## config.mk

```make
export PLATFORM = sky130hd
export DESIGN_NAME = cpp_sfr_bank
export DESIGN_NICKNAME = d
export VERILOG_FILES = /design/src/pkg/cpp_pkg.sv /design/src/pkg/cpp_stk_if.sv /design/src/core/cpp_sfr_bank.sv /design/src/core/cpp_stack.sv
export SDC_FILE = /design/constraint.sdc
export NUM_CORES = 1
export LEC_CHECK = 0
export ABC_AREA = 1
export BUFFER_PORTS_ARGS = -buffer_cell sky130_fd_sc_hd__buf_2
export CAP_MARGIN = 10
export CORE_MARGIN = 3
export CORE_UTILIZATION = 29
export DETAILED_ROUTE_END_ITERATION = 8
export HOLD_SLACK_MARGIN = 0.15
export PLACE_DENSITY_LB_ADDON = 0.25
export RECOVER_POWER = 100
export REMOVE_ABC_BUFFERS = 1
export SETUP_SLACK_MARGIN = 0.02
export SLEW_MARGIN = 25
export SYNTH_ARGS = -nofsm -noshare
export SYNTH_HDL_FRONTEND = slang
export SYNTH_SLANG_ARGS = --single-unit
```

## constraint.sdc

```tcl
create_clock -name clk -period 1.85 [get_ports clk]
set_input_delay 0.0925 -clock clk [delete_from_list [all_inputs] [get_ports clk]]
set_output_delay 0.0925 -clock clk [all_outputs]
set_load 0.05 [all_outputs]
```

## src/pkg/cpp_pkg.sv

```systemverilog
// Behaviour
// - Port zero: address while strobe high, data low
// - Config bit picks port I/O or bus
// - GPIO drive type follows two direction registers
// - Stack pointer resets to 07h
// - Push or call: increment, then write
// - Pop or return: read, then decrement
// - Two 16-bit pointers from low and high
// - Select bit picks pointer zero or one
// - Baud doubler bit doubles serial port rate
// - Two free user flags, no hardware effect
// - Stop request halts clock to logic
// - Stop request bit reads zero
// - Stop holds pins, reference off, reset exits
// - Idle freezes core, timers, serial ports
// - Idle request bit reads zero
// - Enabled aux or wake interrupt ends idle
package cpp_pkg;
    localparam logic [7:0] ADDR_PORT0 = 8'h80;
    localparam logic [7:0] ADDR_SP = 8'h81;
    localparam logic [7:0] ADDR_DP0_LOW = 8'h82;
    localparam logic [7:0] ADDR_DP0_HIGH = 8'h83;
    localparam logic [7:0] ADDR_DP1_LOW = 8'h84;
    localparam logic [7:0] ADDR_DP1_HIGH = 8'h85;
    localparam logic [7:0] ADDR_PTR_SEL = 8'h86;
    localparam logic [7:0] ADDR_POWER = 8'h87;
    localparam logic [7:0] ADDR_DIR_LOW = 8'hAC;
    localparam logic [7:0] ADDR_DIR_HIGH = 8'hAD;
    localparam logic [7:0] RST_PORT0 = 8'hFF;
    localparam logic [7:0] RST_SP = 8'h07;
    localparam logic [7:0] RST_BYTE = 8'h00;
    localparam logic [7:0] RST_POWER = 8'h30;
    localparam logic [7:0] POWER_FIXED = 8'h30;
    localparam int PC_BAUD = 7;
    localparam int PC_FLAG1 = 3;
    localparam int PC_FLAG0 = 2;
    localparam int PC_STOP = 1;
    localparam int PC_IDLE = 0;
    localparam int PTR_SEL_BIT = 0;
    localparam logic [7:0] ONE = 8'h01;
    typedef enum logic [1:0]
    {
        CPP_RUN = 2'b00,
        CPP_IDLE = 2'b01,
        CPP_STOP = 2'b10
    } cpp_mode_e;
endpackage

```

## src/pkg/cpp_stk_if.sv

```systemverilog
`timescale 1ns/1ps
interface cpp_stk_if;
    logic push;
    logic pop;
    logic wr_en;
    logic [7:0] wr_data;
    logic [7:0] sp;
    logic [7:0] addr;
    modport owner
    (
        input push,
        input pop,
        input wr_en,
        input wr_data,
        output sp,
        output addr
    );
    modport user
    (
        output push,
        output pop,
        output wr_en,
        output wr_data,
        input sp,
        input addr
    );
endinterface

```

## src/core/cpp_sfr_bank.sv

```systemverilog
`timescale 1ns/1ps
module cpp_sfr_bank
(
    input wire logic clk,
    input wire logic reset,
    input wire logic sfr_wr,
    input wire logic sfr_rd,
    input wire logic [7:0] sfr_addr,
    input wire logic [7:0] sfr_wdata,
    output logic [7:0] sfr_rdata,
    input wire logic stack_push,
    input wire logic stack_pop,
    output logic [7:0] stack_addr,
    output logic [15:0] active_data_pointer,
    input wire logic hw_config_bus_mode,
    input wire logic ext_cycle,
    input wire logic ext_ale,
    input wire logic [7:0] ext_addr_low,
    input wire logic [7:0] ext_wdata,
    input wire logic ext_write,
    input wire logic [7:0] port_zero_in,
    output logic [7:0] port_zero_out,
    output logic [7:0] port_zero_oe,
    output logic [7:0] port_zero_dir_low,
    output logic [7:0] port_zero_dir_high,
    output logic [7:0] ext_rdata,
    output logic uart0_baud_doubler,
    input wire logic aux_irq_wake,
    input wire logic wake_up_irq,
    output logic core_freeze,
    output logic osc_halt,
    output logic ref_shutdown
);
    logic [7:0] port0_q;
    logic [7:0] dp0_lo_q;
    logic [7:0] dp0_hi_q;
    logic [7:0] dp1_lo_q;
    logic [7:0] dp1_hi_q;
    logic sel_q;
    logic baud_q;
    logic uflag1_q;
    logic uflag0_q;
    logic [7:0] dirl_q;
    logic [7:0] dirh_q;
    cpp_pkg::cpp_mode_e mode_q;
    cpp_pkg::cpp_mode_e mode_d;
    logic [7:0] p0_out_q;
    logic [7:0] p0_oe_q;
    logic [7:0] rdata_q;
    logic [7:0] ext_rdata_q;
    logic [15:0] adp_q;
    logic [7:0] stack_addr_q;
    logic freeze_q;
    logic halt_q;
    logic ref_q;
    logic baud_out_q;

    cpp_stk_if stk();

    function automatic logic hit(input logic [7:0] a, input logic [7:0] b);
        hit = sfr_wr && (a == b);
    endfunction

    // Writes are ignored while frozen; only the bank itself decides that
    wire active_w = (mode_q == cpp_pkg::CPP_RUN);
    wire wr_ok = active_w;
    wire w_p0 = wr_ok && hit(sfr_addr, cpp_pkg::ADDR_PORT0);
    wire w_dp0_lo = wr_ok && hit(sfr_addr, cpp_pkg::ADDR_DP0_LOW);
    wire w_dp0_hi = wr_ok && hit(sfr_addr, cpp_pkg::ADDR_DP0_HIGH);
    wire w_dp1_lo = wr_ok && hit(sfr_addr, cpp_pkg::ADDR_DP1_LOW);
    wire w_dp1_hi = wr_ok && hit(sfr_addr, cpp_pkg::ADDR_DP1_HIGH);
    wire w_sel = wr_ok && hit(sfr_addr, cpp_pkg::ADDR_PTR_SEL);
    wire w_power = wr_ok && hit(sfr_addr, cpp_pkg::ADDR_POWER);
    wire w_dirl = wr_ok && hit(sfr_addr, cpp_pkg::ADDR_DIR_LOW);
    wire w_dirh = wr_ok && hit(sfr_addr, cpp_pkg::ADDR_DIR_HIGH);
    wire w_sp = wr_ok && hit(sfr_addr, cpp_pkg::ADDR_SP);

    assign stk.push = stack_push && active_w;
    assign stk.pop = stack_pop && active_w;
    assign stk.wr_en = w_sp;
    assign stk.wr_data = sfr_wdata;

    cpp_stack u_stack
    (
        .clk(clk),
        .reset(reset),
        .stk(stk)
    );

    wire [15:0] dp0_w = {dp0_hi_q, dp0_lo_q};
    wire [15:0] dp1_w = {dp1_hi_q, dp1_lo_q};
    wire [15:0] adp_w = sel_q ? dp1_w : dp0_w;

    // Stop and idle request bits read as zero; fixed bits read constant
    wire [7:0] power_rd = cpp_pkg::POWER_FIXED
        | ({7'h00, baud_q} << cpp_pkg::PC_BAUD)
        | ({7'h00, uflag1_q} << cpp_pkg::PC_FLAG1)
        | ({7'h00, uflag0_q} << cpp_pkg::PC_FLAG0);
    wire [7:0] sel_rd = {7'h00, sel_q};

    wire [7:0] rd_mux =
        (sfr_addr == cpp_pkg::ADDR_PORT0) ? port0_q :
        (sfr_addr == cpp_pkg::ADDR_SP) ? stk.sp :
        (sfr_addr == cpp_pkg::ADDR_DP0_LOW) ? dp0_lo_q :
        (sfr_addr == cpp_pkg::ADDR_DP0_HIGH) ? dp0_hi_q :
        (sfr_addr == cpp_pkg::ADDR_DP1_LOW) ? dp1_lo_q :
        (sfr_addr == cpp_pkg::ADDR_DP1_HIGH) ? dp1_hi_q :
        (sfr_addr == cpp_pkg::ADDR_PTR_SEL) ? sel_rd :
        (sfr_addr == cpp_pkg::ADDR_POWER) ? power_rd :
        (sfr_addr == cpp_pkg::ADDR_DIR_LOW) ? dirl_q :
        (sfr_addr == cpp_pkg::ADDR_DIR_HIGH) ? dirh_q : 8'h00;

    // Bus mode: address while strobe high, data while low
    wire bus_w = hw_config_bus_mode && ext_cycle;
    wire [7:0] bus_out_w = ext_ale ? ext_addr_low : ext_wdata;
    wire [7:0] bus_oe_w = (ext_ale || ext_write) ? 8'hFF : 8'h00;
    // GPIO: high direction bit set gives push-pull, low bit alone gives open-drain low, neither drives
    wire [7:0] gpio_oe_w = dirh_q | (dirl_q & ~port0_q);
    wire [7:0] p0_out_d = bus_w ? bus_out_w : port0_q;
    wire [7:0] p0_oe_d = bus_w ? bus_oe_w : gpio_oe_w;

    wire wake_w = aux_irq_wake || wake_up_irq;
    always_comb
    begin
        mode_d = mode_q;
        unique case (mode_q)
            cpp_pkg::CPP_RUN:
            begin
                if (w_power && sfr_wdata[cpp_pkg::PC_STOP])
                    mode_d = cpp_pkg::CPP_STOP;
                else if (w_power && sfr_wdata[cpp_pkg::PC_IDLE])
                    mode_d = cpp_pkg::CPP_IDLE;
            end
            cpp_pkg::CPP_IDLE:
            begin
                if (wake_w)
                    mode_d = cpp_pkg::CPP_RUN;
            end
            cpp_pkg::CPP_STOP:
                mode_d = cpp_pkg::CPP_STOP;
            default:
                mode_d = cpp_pkg::CPP_RUN;
        endcase
    end

    always_ff @(posedge clk)
    begin
        if (reset)
            mode_q <= cpp_pkg::CPP_RUN;
        else
            mode_q <= mode_d;
    end

    always_ff @(posedge clk)
    begin
        if (reset)
        begin
            port0_q <= cpp_pkg::RST_PORT0;
            dp0_lo_q <= cpp_pkg::RST_BYTE;
            dp0_hi_q <= cpp_pkg::RST_BYTE;
            dp1_lo_q <= cpp_pkg::RST_BYTE;
            dp1_hi_q <= cpp_pkg::RST_BYTE;
            dirl_q <= cpp_pkg::RST_BYTE;
            dirh_q <= cpp_pkg::RST_BYTE;
        end
        else
        begin
            if (w_p0)
                port0_q <= sfr_wdata;
            if (w_dp0_lo)
                dp0_lo_q <= sfr_wdata;
            if (w_dp0_hi)
                dp0_hi_q <= sfr_wdata;
            if (w_dp1_lo)
                dp1_lo_q <= sfr_wdata;
            if (w_dp1_hi)
                dp1_hi_q <= sfr_wdata;
            if (w_dirl)
                dirl_q <= sfr_wdata;
            if (w_dirh)
                dirh_q <= sfr_wdata;
        end
    end

    always_ff @(posedge clk)
    begin
        if (reset)
        begin
            sel_q <= 1'b0;
            baud_q <= 1'b0;
            uflag1_q <= 1'b0;
            uflag0_q <= 1'b0;
        end
        else
        begin
            if (w_sel)
                sel_q <= sfr_wdata[cpp_pkg::PTR_SEL_BIT];
            if (w_power)
            begin
                baud_q <= sfr_wdata[cpp_pkg::PC_BAUD];
                uflag1_q <= sfr_wdata[cpp_pkg::PC_FLAG1];
                uflag0_q <= sfr_wdata[cpp_pkg::PC_FLAG0];
            end
        end
    end

    // Pins hold their last values in stop and idle
    wire hold_w = (mode_q != cpp_pkg::CPP_RUN);
    always_ff @(posedge clk)
    begin
        if (reset)
        begin
            p0_out_q <= cpp_pkg::RST_PORT0;
            p0_oe_q <= cpp_pkg::RST_BYTE;
            rdata_q <= cpp_pkg::RST_BYTE;
            ext_rdata_q <= cpp_pkg::RST_BYTE;
            adp_q <= 16'h0000;
            stack_addr_q <= cpp_pkg::RST_SP;
            freeze_q <= 1'b0;
            halt_q <= 1'b0;
            ref_q <= 1'b0;
            baud_out_q <= 1'b0;
        end
        else
        begin
            if (!hold_w)
            begin
                p0_out_q <= p0_out_d;
                p0_oe_q <= p0_oe_d;
            end
            if (sfr_rd)
                rdata_q <= rd_mux;
            if (bus_w && !ext_ale && !ext_write)
                ext_rdata_q <= port_zero_in;
            adp_q <= adp_w;
            stack_addr_q <= stk.addr;
            freeze_q <= (mode_d != cpp_pkg::CPP_RUN);
            halt_q <= (mode_d == cpp_pkg::CPP_STOP);
            ref_q <= (mode_d == cpp_pkg::CPP_STOP);
            baud_out_q <= baud_q;
        end
    end

    assign sfr_rdata = rdata_q;
    assign port_zero_out = p0_out_q;
    assign port_zero_oe = p0_oe_q;
    assign port_zero_dir_low = dirl_q;
    assign port_zero_dir_high = dirh_q;
    assign ext_rdata = ext_rdata_q;
    assign active_data_pointer = adp_q;
    assign stack_addr = stack_addr_q;
    assign uart0_baud_doubler = baud_out_q;
    assign core_freeze = freeze_q;
    assign osc_halt = halt_q;
    assign ref_shutdown = ref_q;

    property p_stop_sticky;
        @(posedge clk) disable iff (reset)
        osc_halt |=> osc_halt && core_freeze;
    endproperty
    a_stop_sticky: assert property (p_stop_sticky)
        else $error("stop mode left without reset");

    property p_stop_enter;
        @(posedge clk) disable iff (reset)
        (active_w && w_power && sfr_wdata[cpp_pkg::PC_STOP])
            |=> osc_halt && ref_shutdown;
    endproperty
    a_stop_enter: assert property (p_stop_enter)
        else $error("stop request did not halt clock");

    property p_idle_enter;
        @(posedge clk) disable iff (reset)
        (w_power && sfr_wdata[cpp_pkg::PC_IDLE]
            && !sfr_wdata[cpp_pkg::PC_STOP])
            |=> core_freeze && !osc_halt;
    endproperty
    a_idle_enter: assert property (p_idle_enter)
        else $error("idle request did not freeze core");

    property p_idle_wake;
        @(posedge clk) disable iff (reset)
        (mode_q == cpp_pkg::CPP_IDLE && wake_w) |=> !core_freeze;
    endproperty
    a_idle_wake: assert property (p_idle_wake)
        else $error("enabled interrupt did not end idle");

    property p_power_control_read;
        @(posedge clk) disable iff (reset)
        (sfr_rd && sfr_addr == cpp_pkg::ADDR_POWER) |=> sfr_rdata[1:0] == 2'b00
            && sfr_rdata[6:4] == 3'b011;
    endproperty
    a_power_control_read: assert property (p_power_control_read)
        else $error("power control constant bits read wrong");

    property p_dps_read;
        @(posedge clk) disable iff (reset)
        (sfr_rd && sfr_addr == cpp_pkg::ADDR_PTR_SEL)
            |=> sfr_rdata[7:1] == 7'h00;
    endproperty
    a_dps_read: assert property (p_dps_read)
        else $error("pointer select upper bits not zero");

    property p_active_data_pointer_sel;
        @(posedge clk) disable iff (reset)
        1'b1 |=> active_data_pointer ==
            ($past(sel_q) ? {$past(dp1_hi_q), $past(dp1_lo_q)}
                          : {$past(dp0_hi_q), $past(dp0_lo_q)});
    endproperty
    a_active_data_pointer_sel: assert property (p_active_data_pointer_sel)
        else $error("active data pointer wrong");

    property p_bus_addr;
        @(posedge clk) disable iff (reset)
        (active_w && bus_w && ext_ale) |=> port_zero_out == $past(ext_addr_low)
            && port_zero_oe == 8'hFF;
    endproperty
    a_bus_addr: assert property (p_bus_addr)
        else $error("port zero did not carry address");

    property p_gpio_oe;
        @(posedge clk) disable iff (reset)
        (active_w && !hw_config_bus_mode) |=> port_zero_oe ==
            ($past(dirh_q) | ($past(dirl_q) & ~$past(port0_q)));
    endproperty
    a_gpio_oe: assert property (p_gpio_oe)
        else $error("port zero drive wrong in gpio");

    property p_flags;
        @(posedge clk) disable iff (reset)
        w_power |=> (uflag1_q == $past(sfr_wdata[cpp_pkg::PC_FLAG1]))
            && (uflag0_q == $past(sfr_wdata[cpp_pkg::PC_FLAG0]));
    endproperty
    a_flags: assert property (p_flags)
        else $error("user flag not stored");
endmodule

```

## src/core/cpp_stack.sv

```systemverilog
`timescale 1ns/1ps
module cpp_stack
(
    input wire logic clk,
    input wire logic reset,
    cpp_stk_if.owner stk
);
    logic [7:0] sp_q;
    logic [7:0] sp_d;
    logic [7:0] inc_w;
    logic [7:0] dec_w;

    assign inc_w = sp_q + cpp_pkg::ONE;
    assign dec_w = sp_q - cpp_pkg::ONE;
    // Push addresses the incremented slot; pop reads current slot
    assign stk.addr = stk.push ? inc_w : sp_q;
    assign sp_d = stk.push ? inc_w : (stk.pop ? dec_w :
        (stk.wr_en ? stk.wr_data : sp_q));
    assign stk.sp = sp_q;

    always_ff @(posedge clk)
    begin
        if (reset)
            sp_q <= cpp_pkg::RST_SP;
        else
            sp_q <= sp_d;
    end

    property p_push_inc;
        @(posedge clk) disable iff (reset)
        stk.push |=> sp_q == $past(sp_q) + 8'h01;
    endproperty
    a_push_inc: assert property (p_push_inc)
        else $error("push did not increment stack pointer");

    property p_pop_dec;
        @(posedge clk) disable iff (reset)
        (stk.pop && !stk.push) |-> stk.addr == sp_q ##1
            sp_q == $past(sp_q) - 8'h01;
    endproperty
    a_pop_dec: assert property (p_pop_dec)
        else $error("pop did not read then decrement");

    property p_sp_reset;
        @(posedge clk) reset |=> sp_q == 8'h07;
    endproperty
    a_sp_reset: assert property (p_sp_reset)
        else $error("stack pointer reset value wrong");
endmodule

```

==> impl_results.md <==
- Most Frequent Cell on Critical Path: dlygate4sd3_1
- Via-to-Cell Ratio: 4.762
- CP max FO: 16
- Slowest cell delay on critical path: 0.56 ns
- Area Overhead vs Synth: 32.38%
- Initial DRC Count: 438
- Core area: 0.01953 sq mm
- Die height: 147.2 um
- Hold_ws: 0.1506 ns
- CTS buffer count: 17
- Cell taking the most area after synthesis: dfxtp_1
- Tot GR Track Use: 0.1825
- Die Span X: 147.2 um
- Yosys reg bits: 129
- DRC Markers: 0
- MaxCap Viol Count: 0
- R2R depth: 6
- Async S/R FF share, synth: 0
- GP Congestion: 0.8904
- First-pass GRT wire length: 31.18 mm
- DRT antenna net count: 0
- CP required: 2.21 ns
- Area share of the largest cell type after synthesis: 0.4465
- Yosys cell types: 35
- PD cells: 905.7 mW/mm^2
- CP cell instances: dlygate4sd3_1 > clkbuf_1 > inv_1 > o21ai_0 > nor2_1 > dlygate4sd3_1
- Arrival @ worst endpoint: 1.99 ns
- Worst flop-to-flop path startpoint: mode_q[1]$_SDFF_PP0_
- Die ar.: 0.02168 sq mm
- Post-synth EDFFs: 0
- Status: complete, no violations
- Cells after DPL: 1163
- Clock root buffer: clkbuf_16
- Slew Viols, Final: 0
- Largest net degree at the start of global routing: 47
- DP HPWL: 13.99 mm
- Final-report hold violation count: 0
- Hold Path Depth: 5
- Slowest stage cell, crit path: dlygate4sd3_1
- Post-route setup TNS: 0 ns
- Hold/Removal Path Class: in -> reg
- NumNets Final: 1012
- Synth top area cells: dfxtp_1 45%, a21oi_1 9.2%, o21ai_0 7.8%
- Setup ws final: 0.2183 ns
- Slew @ Worst Pin: 0.8871 ns
- Worst slack at placement: 0.07602 ns
- Share of cells above drive strength 1: 0.1309
- Vias: 5881
- Lkg Pwr: 3.182 nW
- Fill cell count: 2105
- Ant diodes: 0
- Worst Hold Launch: ext_wdata[0]
- CTS tree: done
- Non-Filler Instances: 1235
- First-pass detailed-route iteration total: 5
- CTS clock-pin slew for the worst setup and hold paths: 0.06 ns
- IO Pins: 128
- Final setup violation count: 0
- Commonest cells post-synth: 129 x dfxtp_1, 118 x nand2_1, 106 x a21oi_1
- Vias in the first global route: 5760
- Fin crit share: 0.8820
- Initial antenna violation count: 0
- Mapped Avg Cell Area: 7.331 sq um
- Syn Inst Count: 789
- WS Path Type: in -> reg
- Row count: 51
- Final wirelength: 19.71 mm
- Power Total: 0.006935 W
- Max_slew headroom: 0.4086
- Syn. warnings: 0
- Postcts setup bufs: 0
- Flop-to-flop setup slack: 0.22 ns
- CTS H-tree lvls: 4
- CTS Buffer Depth: 2
- Hold endpoint: port_zero_out[0]$_SDFFE_PP1P_
- RSZ-0062 raised after global routing: no
- Worst setup SP type: input pin
- Initial core utilization: 0.2962
- Primary FF master, synth: dfxtp_1
- Number of port buffers: 127
- Sequential area share after synthesis: 0.4465
- Cell Area, Synth: 0.005784 sq mm
- Avg WL per Cell: 15.96 um
- Final Skew: 0.006896 ns
- Worst IR Drop VDD: 0.5601 mV
- Worst-skew pair later-pin latency: 0.42 ns
- Max Clock Freq: 0.6128 GHz
- Clk sink count: 129
- Worst setup EP type: register
- Top-count cell post-synth: dfxtp_1
- Tmin final: 1.632 ns
- Remaining Overflow, GRT: 0
- Worst reg2reg endpoint: dp0_hi_q[2]$_SDFFE_PP0P_
## how the worst max path moves through the flow
stage / startpoint / slack [ns] / endpoint / cells past startpoint
after floorplan: mode_q[1]$_SDFF_PP0_ / -0.44 / u_stack.stk.sp[3]$_SDFFE_PP0P_ / 7
after global placement: mode_q[1]$_SDFF_PP0_ / 0.14 / dp0_hi_q[0]$_SDFFE_PP0P_ / 6
after detailed placement: mode_q[1]$_SDFF_PP0_ / 0.08 / dp0_hi_q[2]$_SDFFE_PP0P_ / 6
after CTS: mode_q[1]$_SDFF_PP0_ / 0.06 / dp0_hi_q[2]$_SDFFE_PP0P_ / 6
after global routing: reset / 0.05 / ext_rdata[1]$_SDFFE_PP0P_ / 6
final: reset / 0.22 / ext_rdata[2]$_SDFFE_PP0P_ / 6
## report_power, final
group	switching (W)	internal (W)
clock network	0.00122	0.00215
registers	0.0000439	0.00284
logic	0.000464	0.000225
total	0.00173	0.00521
## worst max-delay path, delay by kind of cell
family	cells	cell delay (ns)
buffers and inverters	4	1.60
AOI/OAI and AO/OA	1	0.17
and+or+nand+nor	1	0.12
## metal layers
metal  GRT usage  vias up  part of all wire
met5           0        -                 0
li1            -     2983                 -
met3     0.03701       24             0.053
met2      0.2829      178              0.46
met4     0.05592        0             0.017
met1      0.2567     2696              0.47
## final cells by class
type,instances,area [sq um],share of cell area
Clock buffer,26,509.2,0.06650
Clock inverter,5,75.07,0.009804
Timing Repair Buffer,193,1154,0.1507
Sequential cell,129,2582,0.3373
Inverter,91,344.1,0.04493
Tap cell,265,331.6,0.04330
Multi-Input combinational cell,526,2661,0.3475
## timing repair
action | CTS | global route
hold buffers | 41 | 0
setup endpoints to repair | 0 | 43
hold endpoints to repair | 75 | 0
gates resized for setup | 0 | 5
## flip-flops by register name, summed over array words and instances (netlist names), 8 cells and up
register / count
dp1_hi_q: 8
ext_rdata: 8
port_zero_dir_high: 8
dp0_hi_q: 8
dp1_lo_q: 8
port0_q: 8
port_zero_out: 8
sfr_rdata: 8
u_stack.stk.sp: 8
port_zero_oe: 8
stack_addr: 8
dp0_lo_q: 8
active_data_pointer: 16
port_zero_dir_low: 8
## kinds of logic after synthesis
kind of cell | count (synthesis) | synth area share
XOR/XNOR | 6 | 0.009085
flip-flops | 129 | 0.4465
AO/OA/AOI/OAI | 248 | 0.2356
buffers and inverters | 134 | 0.09280
AND/OR/NAND/NOR | 270 | 0.2118
adder cells (fa/ha/maj) | 2 | 0.004326
## through the flow
step / util / area, sq um
2_1_floorplan: - / 5589
3_3_place_gp: 0.3467 / 6769
3_5_place_dp: 0.3467 / 6769
4_1_cts: 0.3976 / 7764
5_1_grt: 0.3922 / 7657
6_report: 0.3922 / 7657
## layout by cell type, fill, tap and decap left out, drive strengths merged, types with 2 or more instances in the layout
master       Yosys  final
dfxtp          129    129
nand2          126    126
a21oi          106    106
clkbuf          27    106
o21ai           95     95
inv             90     90
nor2            79     79
buf             16     72
nand3           50     50
dlygate4sd3      0     41
o211ai          17     17
nand4           10     10
a211oi           8      8
o311ai           8      8
xor2             6      6
a31oi            5      5
o21bai           4      4
clkinv           1      4
nor3             4      4
o22ai            2      2
o2111ai          2      2
ha               2      2
bufinv           0      2
Power figures use the tool's default switching activity.
